<file path="src/lmd_pkg.sv">
// Purpose: shared constants and types for the lcd mux drive timing block
// Assumes: core clock of 25 MHz, one clock domain
// Notes: drive levels are coded 0 = ground .. 3 = panel_drive_rail
package lmd_pkg;
	typedef enum logic [1:0] {
		LMD_STATIC = 2'b00,
		LMD_MUX2 = 2'b01,
		LMD_MUX3 = 2'b10,
		LMD_MUX4 = 2'b11
	} lmd_mode_t;
	typedef enum logic {
		LMD_BIAS_THIRD = 1'b0,
		LMD_BIAS_HALF = 1'b1
	} lmd_bias_t;
	typedef enum logic [1:0] {
		LMD_SC_IDLE = 2'b00,
		LMD_SC_RUN = 2'b01,
		LMD_SC_COMMIT = 2'b10
	} lmd_scan_t;

	localparam int LMD_NUM_BP = 4;
	localparam int LMD_NUM_SEG = 32;
	localparam int LMD_ADDR_W = 5;
	localparam int LMD_ROW_W = 4;

	// drive level codes
	localparam logic [1:0] LMD_LVL_VSS = 2'h0;
	localparam logic [1:0] LMD_LVL_LO = 2'h1;
	localparam logic [1:0] LMD_LVL_HI = 2'h2;
	localparam logic [1:0] LMD_LVL_RAIL = 2'h3;

	// frame = selected clock / 24, split evenly among the phases
	localparam int LMD_FRAME_DIV = 24;
	localparam logic [4:0] LMD_FRAME_LAST = 5'(LMD_FRAME_DIV - 1);
	localparam logic [4:0] LMD_LEN_STATIC = 5'(LMD_FRAME_DIV / 1);
	localparam logic [4:0] LMD_LEN_MUX2 = 5'(LMD_FRAME_DIV / 2);
	localparam logic [4:0] LMD_LEN_MUX3 = 5'(LMD_FRAME_DIV / 3);
	localparam logic [4:0] LMD_LEN_MUX4 = 5'(LMD_FRAME_DIV / 4);

	// values after reset
	localparam lmd_mode_t LMD_RST_MODE = LMD_MUX4;
	localparam lmd_bias_t LMD_RST_BIAS = LMD_BIAS_THIRD;
	localparam logic [4:0] LMD_RST_PTR = 5'h00;
	localparam logic [2:0] LMD_RST_SUB = 3'h0;
	localparam logic [1:0] LMD_RST_BLINK = 2'h0;
	localparam logic LMD_RST_BANK = 1'b0;

	// host quiet time after power-on
	localparam int LMD_POR_TIME_US = 1000;
	localparam int LMD_CORE_CLK_KHZ = 25000;
	localparam int LMD_POR_CYCLES = LMD_POR_TIME_US * LMD_CORE_CLK_KHZ / 1000;

	// internal oscillator half period in core cycles
	localparam int LMD_OSC_HALF_DFLT = 4;
endpackage : lmd_pkg

</file>
<file path="src/lmd_disp_ram.sv">
// Purpose: display memory, one word per segment column, one bit per row
// Assumes: single clock, masked write, registered read
// Notes: read data appear one cycle after the address
`timescale 1ns/1ps
module lmd_disp_ram #(
	parameter int DEPTH = 32,
	parameter int AW = 5,
	parameter int WIDTH = 4
) (
	// clock
	input wire logic clk_i,
	// write port
	input wire logic wr_en_i,
	input wire logic [AW-1:0] wr_addr_i,
	input wire logic [WIDTH-1:0] wr_data_i,
	input wire logic [WIDTH-1:0] wr_mask_i,
	// read port
	input wire logic [AW-1:0] rd_addr_i,
	output logic [WIDTH-1:0] rd_data_o
);
	logic [WIDTH-1:0] mem [DEPTH];

	always_ff @(posedge clk_i) begin
		if (wr_en_i) begin
			mem[wr_addr_i] <= (mem[wr_addr_i] & ~wr_mask_i) |
				(wr_data_i & wr_mask_i);
		end
		rd_data_o <= mem[rd_addr_i];
	end
endmodule : lmd_disp_ram

</file>
<file path="src/lmd_timing.sv">
// Purpose: clock source, frame timing, cascade sync and backplane/segment
//  drive sequencing of a multiplexed segment lcd driver
// Assumes: all inputs synchronous to core_clk_i; commands are 1-cycle strobes
// Notes: outputs are level codes, the analog selector turns them to voltages
`timescale 1ns/1ps
// Contract
// - reset drives all backplane and segment outputs to rail
// - reset selects 1:4 drive, third bias
// - reset clears pointer, subaddress, bus state
// - reset clears banks, blink, disables display
// - strap low: internal oscillator driven out
// - strap high: clock pin is input
// - frame is selected clock divided by 24
// - timing moves memory rows to segments
// - drive configuration set only by command
// - static drive: one backplane, two levels
// - 1:2 drive supports half and third bias
// - half bias closes divider bypass switch, except in static drive
// - 1:3 drive sequences three backplanes
// - 1:4 drive sequences four backplanes
// - half bias allowed in 1:3, 1:4
// - output rows start at row zero, or at row two with the out bank set in static and 1:2
module lmd_timing
	import lmd_pkg::*;
#(
	parameter int OSC_HALF = lmd_pkg::LMD_OSC_HALF_DFLT,
	parameter int POR_CYCLES = lmd_pkg::LMD_POR_CYCLES
) (
	// clock and reset
	input wire logic core_clk_i,
	input wire logic reset_i,
	// clock source strap and two-way clock pin
	input wire logic clock_source_select_i,
	input wire logic clk_pin_i,
	output logic clk_pin_o,
	output logic clk_pin_oe_o,
	// open-drain cascade sync pin
	input wire logic sync_pin_i,
	output logic sync_pin_o,
	output logic sync_pin_oe_o,
	// commands from the decoder
	input wire logic mode_set_i,
	input wire lmd_pkg::lmd_mode_t mode_cmd_i,
	input wire lmd_pkg::lmd_bias_t bias_cmd_i,
	input wire logic enable_cmd_i,
	input wire logic bank_set_i,
	input wire logic in_bank_cmd_i,
	input wire logic out_bank_cmd_i,
	input wire logic blink_set_i,
	input wire logic [1:0] blink_cmd_i,
	input wire logic load_ptr_i,
	input wire logic [4:0] ptr_cmd_i,
	input wire logic dev_sel_i,
	input wire logic [2:0] subaddr_cmd_i,
	// display memory write
	input wire logic ram_wr_i,
	input wire logic [lmd_pkg::LMD_ADDR_W-1:0] ram_addr_i,
	input wire logic [lmd_pkg::LMD_ROW_W-1:0] ram_data_i,
	input wire logic [lmd_pkg::LMD_ROW_W-1:0] ram_mask_i,
	// panel drive
	output logic [lmd_pkg::LMD_NUM_BP-1:0][1:0] backplane_output_o,
	output logic [lmd_pkg::LMD_NUM_SEG-1:0][1:0] segment_output_o,
	output logic bias_bypass_o,
	output logic frame_pulse_o,
	// state seen by the rest of the chip
	output logic host_ready_o,
	output logic bus_init_o,
	output lmd_pkg::lmd_mode_t drive_mode_o,
	output lmd_pkg::lmd_bias_t bias_mode_o,
	output logic display_on_o,
	output logic [1:0] blink_mode_o,
	output logic in_bank_o,
	output logic out_bank_o,
	output logic [4:0] data_pointer_o,
	output logic [2:0] subaddr_cnt_o
);
	import lmd_pkg::*;

	localparam logic [7:0] OSC_LAST = 8'(OSC_HALF - 1);
	localparam logic [15:0] POR_LAST = 16'(POR_CYCLES - 1);

	function automatic logic [4:0] phase_len(input lmd_mode_t m);
		unique case (m)
			LMD_STATIC: phase_len = LMD_LEN_STATIC;
			LMD_MUX2: phase_len = LMD_LEN_MUX2;
			LMD_MUX3: phase_len = LMD_LEN_MUX3;
			LMD_MUX4: phase_len = LMD_LEN_MUX4;
		endcase
	endfunction : phase_len

	// which backplane is selected in a phase; spare outputs copy a partner
	function automatic logic bp_active(input int g, input lmd_mode_t m,
		input logic [1:0] ph);
		unique case (m)
			LMD_STATIC: bp_active = 1'b1;
			LMD_MUX2: bp_active = (g[0] == ph[0]);
			LMD_MUX3: bp_active = (g == 3) ? (ph == 2'h1) : (2'(g) == ph);
			LMD_MUX4: bp_active = (2'(g) == ph);
		endcase
	endfunction : bp_active

	// configuration registers
	lmd_mode_t mode, next_mode;
	lmd_bias_t bias, next_bias;
	logic disp_on, next_disp_on;
	logic [1:0] blink, next_blink;
	logic in_bank, next_in_bank, out_bank, next_out_bank;
	logic [4:0] data_ptr, next_data_ptr;
	logic [2:0] sub_cnt, next_sub_cnt;

	always_comb begin
		next_mode = mode;
		next_bias = bias;
		next_disp_on = disp_on;
		next_blink = blink;
		next_in_bank = in_bank;
		next_out_bank = out_bank;
		next_data_ptr = data_ptr;
		next_sub_cnt = sub_cnt;
		if (mode_set_i) begin
			next_mode = mode_cmd_i;
			// any bias with any mux mode
			next_bias = bias_cmd_i;
			next_disp_on = enable_cmd_i;
		end
		if (bank_set_i) begin
			next_in_bank = in_bank_cmd_i;
			next_out_bank = out_bank_cmd_i;
		end
		if (blink_set_i) begin
			next_blink = blink_cmd_i;
		end
		if (load_ptr_i) begin
			next_data_ptr = ptr_cmd_i;
		end
		if (dev_sel_i) begin
			next_sub_cnt = subaddr_cmd_i;
		end
	end

	always_ff @(posedge core_clk_i) begin
		if (reset_i) begin
			mode <= LMD_RST_MODE;
			bias <= LMD_RST_BIAS;
			disp_on <= 1'b0;
			blink <= LMD_RST_BLINK;
			in_bank <= LMD_RST_BANK;
			out_bank <= LMD_RST_BANK;
			data_ptr <= LMD_RST_PTR;
			sub_cnt <= LMD_RST_SUB;
		end else begin
			mode <= next_mode;
			bias <= next_bias;
			disp_on <= next_disp_on;
			blink <= next_blink;
			in_bank <= next_in_bank;
			out_bank <= next_out_bank;
			data_ptr <= next_data_ptr;
			sub_cnt <= next_sub_cnt;
		end
	end

	// power-on quiet time
	logic [15:0] por_cnt, next_por_cnt;
	logic por_done, next_por_done;

	always_comb begin
		next_por_cnt = por_cnt;
		next_por_done = por_done;
		if (!por_done) begin
			next_por_cnt = por_cnt + 16'h0001;
			next_por_done = (por_cnt == POR_LAST);
		end
	end

	always_ff @(posedge core_clk_i) begin
		if (reset_i) begin
			por_cnt <= 16'h0000;
			por_done <= 1'b0;
		end else begin
			por_cnt <= next_por_cnt;
			por_done <= next_por_done;
		end
	end

	// clock source
	logic [7:0] osc_cnt, next_osc_cnt;
	logic osc_clk, next_osc_clk;
	logic ext_prev, next_ext_prev;
	logic tick;

	always_comb begin
		next_osc_cnt = osc_cnt + 8'h01;
		next_osc_clk = osc_clk;
		if (osc_cnt == OSC_LAST) begin
			next_osc_cnt = 8'h00;
			next_osc_clk = ~osc_clk;
		end
		next_ext_prev = clk_pin_i;
	end

	always_ff @(posedge core_clk_i) begin
		if (reset_i) begin
			osc_cnt <= 8'h00;
			osc_clk <= 1'b0;
			// follow the pin so that release brings no false edge
			ext_prev <= clk_pin_i;
		end else begin
			osc_cnt <= next_osc_cnt;
			osc_clk <= next_osc_clk;
			ext_prev <= next_ext_prev;
		end
	end

	// rising edge of the selected clock
	assign tick = clock_source_select_i ? (clk_pin_i & ~ext_prev) :
		(~osc_clk & (osc_cnt == OSC_LAST));
	// drive internal clock out for cascade
	assign clk_pin_oe_o = ~clock_source_select_i;
	assign clk_pin_o = osc_clk;

	// frame and phase timing
	logic [4:0] frame_cnt, next_frame_cnt;
	logic [4:0] slot_cnt, next_slot_cnt;
	logic [1:0] phase, next_phase;
	logic pol, next_pol;
	logic sync_prev, next_sync_prev;
	logic sync_fall, frame_tick, phase_step;

	assign sync_pin_oe_o = (frame_cnt == 5'h00);
	assign sync_pin_o = 1'b0;
	assign sync_fall = sync_prev & ~sync_pin_i & ~sync_pin_oe_o;
	assign frame_tick = tick & (frame_cnt == LMD_FRAME_LAST);
	assign phase_step = tick & ~frame_tick &
		(slot_cnt >= phase_len(mode) - 5'h01);

	always_comb begin
		next_frame_cnt = frame_cnt;
		next_slot_cnt = slot_cnt;
		next_phase = phase;
		next_pol = pol;
		next_sync_prev = sync_pin_i;
		if (sync_fall) begin
			next_frame_cnt = 5'h00;
			next_slot_cnt = 5'h00;
			next_phase = 2'h0;
		end else if (frame_tick) begin
			next_frame_cnt = 5'h00;
			next_slot_cnt = 5'h00;
			next_phase = 2'h0;
			next_pol = ~pol;
		end else if (phase_step) begin
			next_frame_cnt = frame_cnt + 5'h01;
			next_slot_cnt = 5'h00;
			// wrap after the mode's last phase
			next_phase = (phase == 2'(mode)) ? 2'h0 : phase + 2'h1;
		end else if (tick) begin
			next_frame_cnt = frame_cnt + 5'h01;
			next_slot_cnt = slot_cnt + 5'h01;
		end
	end

	always_ff @(posedge core_clk_i) begin
		if (reset_i) begin
			frame_cnt <= 5'h00;
			slot_cnt <= 5'h00;
			phase <= 2'h0;
			pol <= 1'b0;
			sync_prev <= 1'b1;
		end else begin
			frame_cnt <= next_frame_cnt;
			slot_cnt <= next_slot_cnt;
			phase <= next_phase;
			pol <= next_pol;
			sync_prev <= next_sync_prev;
		end
	end

	// row transfer from display memory into the display register
	lmd_scan_t scan_st, next_scan_st;
	logic [5:0] scan_cnt, next_scan_cnt;
	logic pend, next_pend;
	logic [1:0] tgt_phase, next_tgt_phase, shown_phase, next_shown_phase;
	logic [1:0] tgt_row, next_tgt_row;
	logic tgt_pol, next_tgt_pol, shown_pol, next_shown_pol;
	logic [LMD_NUM_SEG-1:0] stage, next_stage, disp_reg, next_disp_reg;
	logic [LMD_ROW_W-1:0] rd_data;

	lmd_disp_ram #(
		.DEPTH(LMD_NUM_SEG),
		.AW(LMD_ADDR_W),
		.WIDTH(LMD_ROW_W)
	) u_ram (
		.clk_i(core_clk_i),
		.wr_en_i(ram_wr_i),
		.wr_addr_i(ram_addr_i),
		.wr_data_i(ram_data_i),
		.wr_mask_i(ram_mask_i),
		.rd_addr_i(scan_cnt[LMD_ADDR_W-1:0]),
		.rd_data_o(rd_data)
	);

	always_comb begin
		next_scan_st = scan_st;
		next_scan_cnt = scan_cnt;
		next_pend = pend | phase_step | frame_tick | sync_fall;
		next_tgt_phase = tgt_phase;
		next_tgt_row = tgt_row;
		next_tgt_pol = tgt_pol;
		next_shown_phase = shown_phase;
		next_shown_pol = shown_pol;
		next_stage = stage;
		next_disp_reg = disp_reg;
		unique case (scan_st)
			LMD_SC_IDLE: begin
				if (pend) begin
					next_pend = phase_step | frame_tick | sync_fall;
					next_scan_st = LMD_SC_RUN;
					next_scan_cnt = 6'h00;
					next_tgt_phase = phase;
					next_tgt_pol = pol;
					// rows from zero, alternate bank in static and 1:2
					next_tgt_row = (out_bank && (mode == LMD_STATIC ||
						mode == LMD_MUX2)) ? phase + 2'h2 : phase;
				end
			end
			LMD_SC_RUN: begin
				next_scan_cnt = scan_cnt + 6'h01;
				// read data lag the address by one cycle
				if (scan_cnt != 6'h00) begin
					next_stage[5'(scan_cnt - 6'h01)] = rd_data[tgt_row];
				end
				if (scan_cnt == 6'(LMD_NUM_SEG)) begin
					next_scan_st = LMD_SC_COMMIT;
				end
			end
			LMD_SC_COMMIT: begin
				next_disp_reg = stage;
				next_shown_phase = tgt_phase;
				next_shown_pol = tgt_pol;
				next_scan_st = LMD_SC_IDLE;
			end
			default: next_scan_st = LMD_SC_IDLE;
		endcase
	end

	always_ff @(posedge core_clk_i) begin
		if (reset_i) begin
			scan_st <= LMD_SC_IDLE;
			scan_cnt <= 6'h00;
			pend <= 1'b1;
			tgt_phase <= 2'h0;
			tgt_row <= 2'h0;
			tgt_pol <= 1'b0;
			shown_phase <= 2'h0;
			shown_pol <= 1'b0;
			stage <= '0;
			disp_reg <= '0;
		end else begin
			scan_st <= next_scan_st;
			scan_cnt <= next_scan_cnt;
			pend <= next_pend;
			tgt_phase <= next_tgt_phase;
			tgt_row <= next_tgt_row;
			tgt_pol <= next_tgt_pol;
			shown_phase <= next_shown_phase;
			shown_pol <= next_shown_pol;
			stage <= next_stage;
			disp_reg <= next_disp_reg;
		end
	end

	// drive level selection, per backplane and per segment
	logic [LMD_NUM_BP-1:0][1:0] next_bp;
	logic [LMD_NUM_SEG-1:0][1:0] next_seg;
	logic [1:0] sel_lvl, on_lvl, bp_idle_lvl, seg_off_lvl;

	always_comb begin
		sel_lvl = shown_pol ? LMD_LVL_RAIL : LMD_LVL_VSS;
		on_lvl = shown_pol ? LMD_LVL_VSS : LMD_LVL_RAIL;
		if (bias == LMD_BIAS_HALF) begin
			bp_idle_lvl = LMD_LVL_LO;
			seg_off_lvl = sel_lvl;
		end else begin
			bp_idle_lvl = shown_pol ? LMD_LVL_LO : LMD_LVL_HI;
			seg_off_lvl = shown_pol ? LMD_LVL_HI : LMD_LVL_LO;
		end
		// static drive uses only two levels
		if (mode == LMD_STATIC) begin
			seg_off_lvl = sel_lvl;
		end
	end

	for (genvar g = 0; g < LMD_NUM_BP; g++) begin : g_bp
		assign next_bp[g] = !disp_on ? LMD_LVL_RAIL :
			bp_active(g, mode, shown_phase) ? sel_lvl : bp_idle_lvl;
	end
	for (genvar g = 0; g < LMD_NUM_SEG; g++) begin : g_seg
		assign next_seg[g] = !disp_on ? LMD_LVL_RAIL :
			disp_reg[g] ? on_lvl : seg_off_lvl;
	end

	always_ff @(posedge core_clk_i) begin
		if (reset_i) begin
			backplane_output_o <= {LMD_NUM_BP{LMD_LVL_RAIL}};
			segment_output_o <= {LMD_NUM_SEG{LMD_LVL_RAIL}};
			bias_bypass_o <= 1'b0;
			frame_pulse_o <= 1'b0;
		end else begin
			backplane_output_o <= next_bp;
			segment_output_o <= next_seg;
			// bypass centre impedance for half bias, except in static drive
			bias_bypass_o <= (bias == LMD_BIAS_HALF) && (mode != LMD_STATIC);
			frame_pulse_o <= frame_tick;
		end
	end

	assign host_ready_o = por_done;
	// bus interface held in init during reset
	assign bus_init_o = reset_i;
	assign drive_mode_o = mode;
	assign bias_mode_o = bias;
	assign display_on_o = disp_on;
	assign blink_mode_o = blink;
	assign in_bank_o = in_bank;
	assign out_bank_o = out_bank;
	assign data_pointer_o = data_ptr;
	assign subaddr_cnt_o = sub_cnt;

	chk_reset_rail: assert property (@(posedge core_clk_i)
		reset_i |=> (backplane_output_o == {LMD_NUM_BP{LMD_LVL_RAIL}}) &&
		(segment_output_o == {LMD_NUM_SEG{LMD_LVL_RAIL}}))
		else $error("outputs not at rail after reset");
	chk_reset_mode: assert property (@(posedge core_clk_i)
		reset_i |=> drive_mode_o == LMD_MUX4 && bias_mode_o == LMD_BIAS_THIRD)
		else $error("reset drive mode wrong");
	chk_reset_ptr: assert property (@(posedge core_clk_i)
		$past(reset_i) |-> data_pointer_o == 5'h00 && subaddr_cnt_o == 3'h0)
		else $error("pointer or subaddress not cleared");
	chk_reset_state: assert property (@(posedge core_clk_i)
		reset_i |=> !display_on_o && blink_mode_o == 2'h0 && !in_bank_o &&
		!out_bank_o) else $error("display enabled after reset");
	chk_host_wait: assert property (@(posedge core_clk_i)
		disable iff (reset_i) $rose(host_ready_o) |->
		$past(por_cnt) == POR_LAST) else $error("ready raised early");
	chk_clk_drive: assert property (@(posedge core_clk_i)
		!clock_source_select_i |-> clk_pin_oe_o && clk_pin_o == osc_clk)
		else $error("clock pin not driven");
	chk_clk_follow: assert property (@(posedge core_clk_i)
		disable iff (reset_i) clock_source_select_i |-> !clk_pin_oe_o &&
		tick == $rose(clk_pin_i)) else $error("external clock ignored");
	chk_frame_len: assert property (@(posedge core_clk_i)
		disable iff (reset_i) frame_tick && !sync_fall |=>
		frame_cnt == 5'h00 && frame_pulse_o ##1 !frame_pulse_o)
		else $error("frame divider wrong");
	chk_sync_align: assert property (@(posedge core_clk_i)
		disable iff (reset_i) sync_fall |=> frame_cnt == 5'h00 && phase == 2'h0)
		else $error("sync did not realign");
	chk_mode_cmd: assert property (@(posedge core_clk_i)
		disable iff (reset_i) !mode_set_i |=> $stable(drive_mode_o))
		else $error("mode changed without command");
	chk_phase_wrap: assert property (@(posedge core_clk_i)
		disable iff (reset_i) (phase_step || frame_tick) && !sync_fall &&
		phase == 2'(mode) |=> phase == 2'h0) else $error("phase did not wrap");
endmodule : lmd_timing

</file>
<file path="config.mk">
export PLATFORM = sky130hd
export DESIGN_NAME = lmd_timing
export DESIGN_NICKNAME = d
export VERILOG_FILES = /design/src/lmd_pkg.sv /design/src/lmd_disp_ram.sv /design/src/lmd_timing.sv
export SDC_FILE = /design/constraint.sdc
export NUM_CORES = 1
export LEC_CHECK = 0
export ABC_AREA = 1
export BUFFER_PORTS_ARGS = -buffer_cell sky130_fd_sc_hd__buf_2
export CORE_MARGIN = 4
export CORE_UTILIZATION = 54
export DETAILED_ROUTE_END_ITERATION = 12
export MAX_ROUTING_LAYER = met4
export PLACE_DENSITY = 0.8
export SYNTH_ARGS = -nofsm -noshare
export SYNTH_HDL_FRONTEND = slang
export SYNTH_HIERARCHICAL = 1
export SYNTH_SLANG_ARGS = --single-unit
</file>
<file path="constraint.sdc">
create_clock -name core_clk_i -period 2.11 [get_ports core_clk_i]
set_input_delay 0.633 -clock core_clk_i [delete_from_list [all_inputs] [get_ports core_clk_i]]
set_output_delay 0.633 -clock core_clk_i [all_outputs]
set_load 0.02 [all_outputs]
</file>
==> summary.txt <==
Final layout
  • Largest Register: u_ram/mem
  • Non-Filler Instances: 2485
  • N_diodes: 0
  • Max reg flops: 128
  • Largest regs: u_ram/mem: 128 flops, segment_output_o: 64 flops
  • Layout cell share with drive strength beyond 1: 15.5%
  • P&R area growth vs syn: 18.9%
  • Final core utilization: 65.9%
  • Final net count: 2143
  • Fill cells: 2209

Pwr
  • Worst VDD drop: 716 µV
  • Sequential share of power: 47.2%
  • Switching share of power: 25.4%
  • Clock share of power: 42.2%
  • Sw power: 0.00383 W
  • Pint: 0.0112 W
  • Power Total: 0.0151 W
  • PwrDens: 841 nW/µm²
  • Combinational share of power: 10.6%
  • Pleak: 7.77 nW

Global routing
  • Gr ovfl total: 0
  • First-pass GRT wire length: 63.1 mm
  • Largest net degree at the start of global routing: 78
  • Vias in the first global route: 13000
  • Tot GR Track Use: 25.3%
  • Initial antenna violation count: 0

Clocking
  • Clock root buffer: clkbuf_16
  • Clock transition at the registers of the reported paths: 0.06 ns
  • Worst skew pair latency: 0.54 ns
  • H-tree depth: 2
  • CTS tree: done
  • Post-CTS Hold Buffers: 0
  • Maximum root-to-sink buffer count: 3
  • CTS Buf Count: 37
  • CTS sink count: 343

Synth
  • Post-synth EDFFs: 128
  • Post-synth cell types: 36
  • Synth area leaders: dfxtp_1, edfxtp_1, nand2_1, nor2_1, nand3_1
  • Count leader, synth: nand2_1
  • Post-Syn Nets: 1957
  • Post-synth top cells: nand2_1, nor2_1, dfxtp_1, nand3_1, o21ai_0
  • Seq cells post-synth: 343
  • Post-synth ARST share: 0%
  • Cells after Synth: 1900
  • Post-synthesis sequential area ratio: 54.1%
  • Most used DFF post-synth: dfxtp_1
  • Top cell type's share of synthesized area: 28.6%
  • Cell type with the largest total area after synthesis: dfxtp_1
  • Synth Warn #: 6
  • Mean post-synth cell area: 7.93 µm²
  • Mapped Area: 15100 µm²

STA
  • Worst slew pin tran: 1.09 ns
  • Slew HR: 27.6%
  • Minimum clock period after layout: 2.01 ns
  • Clk_skew: 0.0268 ns
  • Hold_ws: 0.269 ns
  • Final Setup Violations: 0
  • RSZ-0062 raised after global routing: false
  • Final hold viol count: 0
  • Max Freq: 498 MHz
  • Fin crit share: 95.2%
  • Final number of max-transition violations: 0

Worst setup path
  • CP Launch Type: register
  • Worst path required time: 1.48 ns
  • CP max stage delay: 0.34 ns
  • CP Capture Type: output port
  • Setup Crit Path Kind: reg -> out
  • Critical path buffers and inverters: 3
  • Max FO, Critical Path: 4
  • CP max-delay cell: dfxtp_2
  • Crit-path leading delay family: flip-flops
  • Worst-path cell chain: inv_2, ha_2, nand4_1, inv_1, buf_6
  • Critical path data arrival time: 1.38 ns

Run status
  • Status: finished, final reports clean

Route
  • Via count: 13400
  • Pre-Repair DR Iteration Count: 8
  • DRC: 0
  • Avg Vias per Cell: 5.40
  • Wire length per cell: 15.4 µm
  • Antenna-violating nets left: 0
  • Initial DRC count: 1263
  • WL final: 38.2 mm

Floorplanning
  • I/O pins: 136
  • Die H: 175 µm
  • Die area: 30600 µm²
  • Core Rows: 60
  • Starting Density: 55.4%
  • DIE WIDTH: 175 µm
  • Placeable Area: 27200 µm²

Placed design
  • Placed insts: 2416
  • Port Buffer Count: 134
  • Hpwl dp: 25.6 mm
  • Routability Congestion: 0.976

Job
  • Max_cap viols: 0

Min path
  • Worst hold path type: in -> reg
per-stage QoR:
| step | cell area (µm²) | setup WS (ns) | setup TNS [ns] |
|---|---|---|---|
| 2_1_floorplan | 15100 | 0.0118 | 0 |
| 3_3_place_gp | 16600 | -0.260 | -26.40 |
| 3_5_place_dp | 16600 | -0.257 | -27.80 |
| 4_1_cts | 17900 | 0.00701 | 0 |
| 5_1_grt | 17900 | 0.00160 | 0 |
| 6_report | 17900 | 0.102 | 0 |
power groups by stage:
| stage | clock network [W] | registers, W | logic (W) |
|---|---|---|---|
| finish | 0.00636 | 0.00712 | 0.00159 |
| global route | 0.00677 | 0.00713 | 0.00176 |
| CTS | 0.00646 | 0.00712 | 0.00156 |
| detailed placement | 0 | 0.00726 | 0.00155 |
| global placement | 0 | 0.00725 | 0.00151 |
| floorplan | 0 | 0.00734 | 0.000914 |
cell families (layout without fill, tap and decap cells):
logic type / after synthesis / in the layout / share of synthesized area [%]
flip-flops: 343 / 343 / 54.1
XOR/XNOR: 12 / 12 / 0.822
AND/OR/NAND/NOR: 1040 / 1040 / 28.1
other: 1 / 1 / 0.0249
buffers and inverters: 214 / 427 / 6.26
adder cells (fa/ha/maj): 17 / 17 / 1.41
AO/OA/AOI/OAI: 273 / 273 / 9.32
final timing paths:
kind	depth (start not counted)	end	from	slack (ns)
hold reg to reg	1	osc_cnt[0]	osc_cnt[0]	0.44
setup reg to reg	8	stage[7]	scan_cnt[0]	0.11
setup / recovery	5	sync_pin_oe_o	frame_cnt[1]	0.10
hold / removal	1	ext_prev	clk_pin_i	0.27
metal layers:
| layer | global-route usage [%] | up-vias | part of all wire, % |
|---|---|---|---|
| li1 | - | 6574 | - |
| met1 | 30.5 | 6177 | 40 |
| met2 | 43.0 | 568 | 49 |
| met3 | 3.83 | 99 | 7.3 |
| met4 | 10.0 | 0 | 3.2 |
| met5 | - | - | 0 |
cells in the final DEF, fill, tap and decap left out, types with 3 or more instances in the layout:
master | Yosys | layout
a21oi_1 | 111 | 111
buf_12 | 0 | 13
buf_2 | 34 | 133
buf_4 | 12 | 88
clkbuf_1 | 29 | 7
clkbuf_16 | 0 | 38
clkbuf_8 | 0 | 5
clkinv_2 | 0 | 7
dfxtp_1 | 215 | 211
dfxtp_2 | 0 | 4
edfxtp_1 | 128 | 128
ha_1 | 17 | 16
inv_1 | 118 | 115
inv_2 | 6 | 9
nand2_1 | 605 | 604
nand3_1 | 162 | 161
nand4_1 | 11 | 11
nor2_1 | 221 | 220
nor2_2 | 11 | 10
nor2_4 | 2 | 4
nor3_1 | 19 | 19
nor4_1 | 4 | 4
o211ai_1 | 8 | 8
o21ai_0 | 138 | 138
o21ai_1 | 10 | 10
xnor2_1 | 3 | 3
xor2_1 | 8 | 8
cell type report:
| type | count | area, µm² | share of cell area [%] |
|---|---|---|---|
| inverter | 125 | 469 | 2.62 |
| tap | 372 | 465 | 2.60 |
| timing repair buffer | 236 | 1610 | 8.98 |
| multi-input combinational | 1343 | 6000 | 33.5 |
| clock inverter | 16 | 170 | 0.950 |
| clock buffer | 50 | 1050 | 5.84 |
| sequential | 343 | 8150 | 45.5 |
worst register-to-register path: stages (launching register included):
cell and delay [ns]:
dfxtp_2 0.39, inv_1 0.13, ha_1 0.26, nand3_2 0.09, o21ai_2 0.12, nor2_2 0.60
nand3_1 0.16, nand2_1 0.10, nor2_1 0.04
timing repair:
action                     CTS  global route
setup endpoints to repair    1            33
resized for setup            1            13
setup buffers                1             2
pin swaps                    1             0
Note: power is estimated with default switching activity, not from simulation.
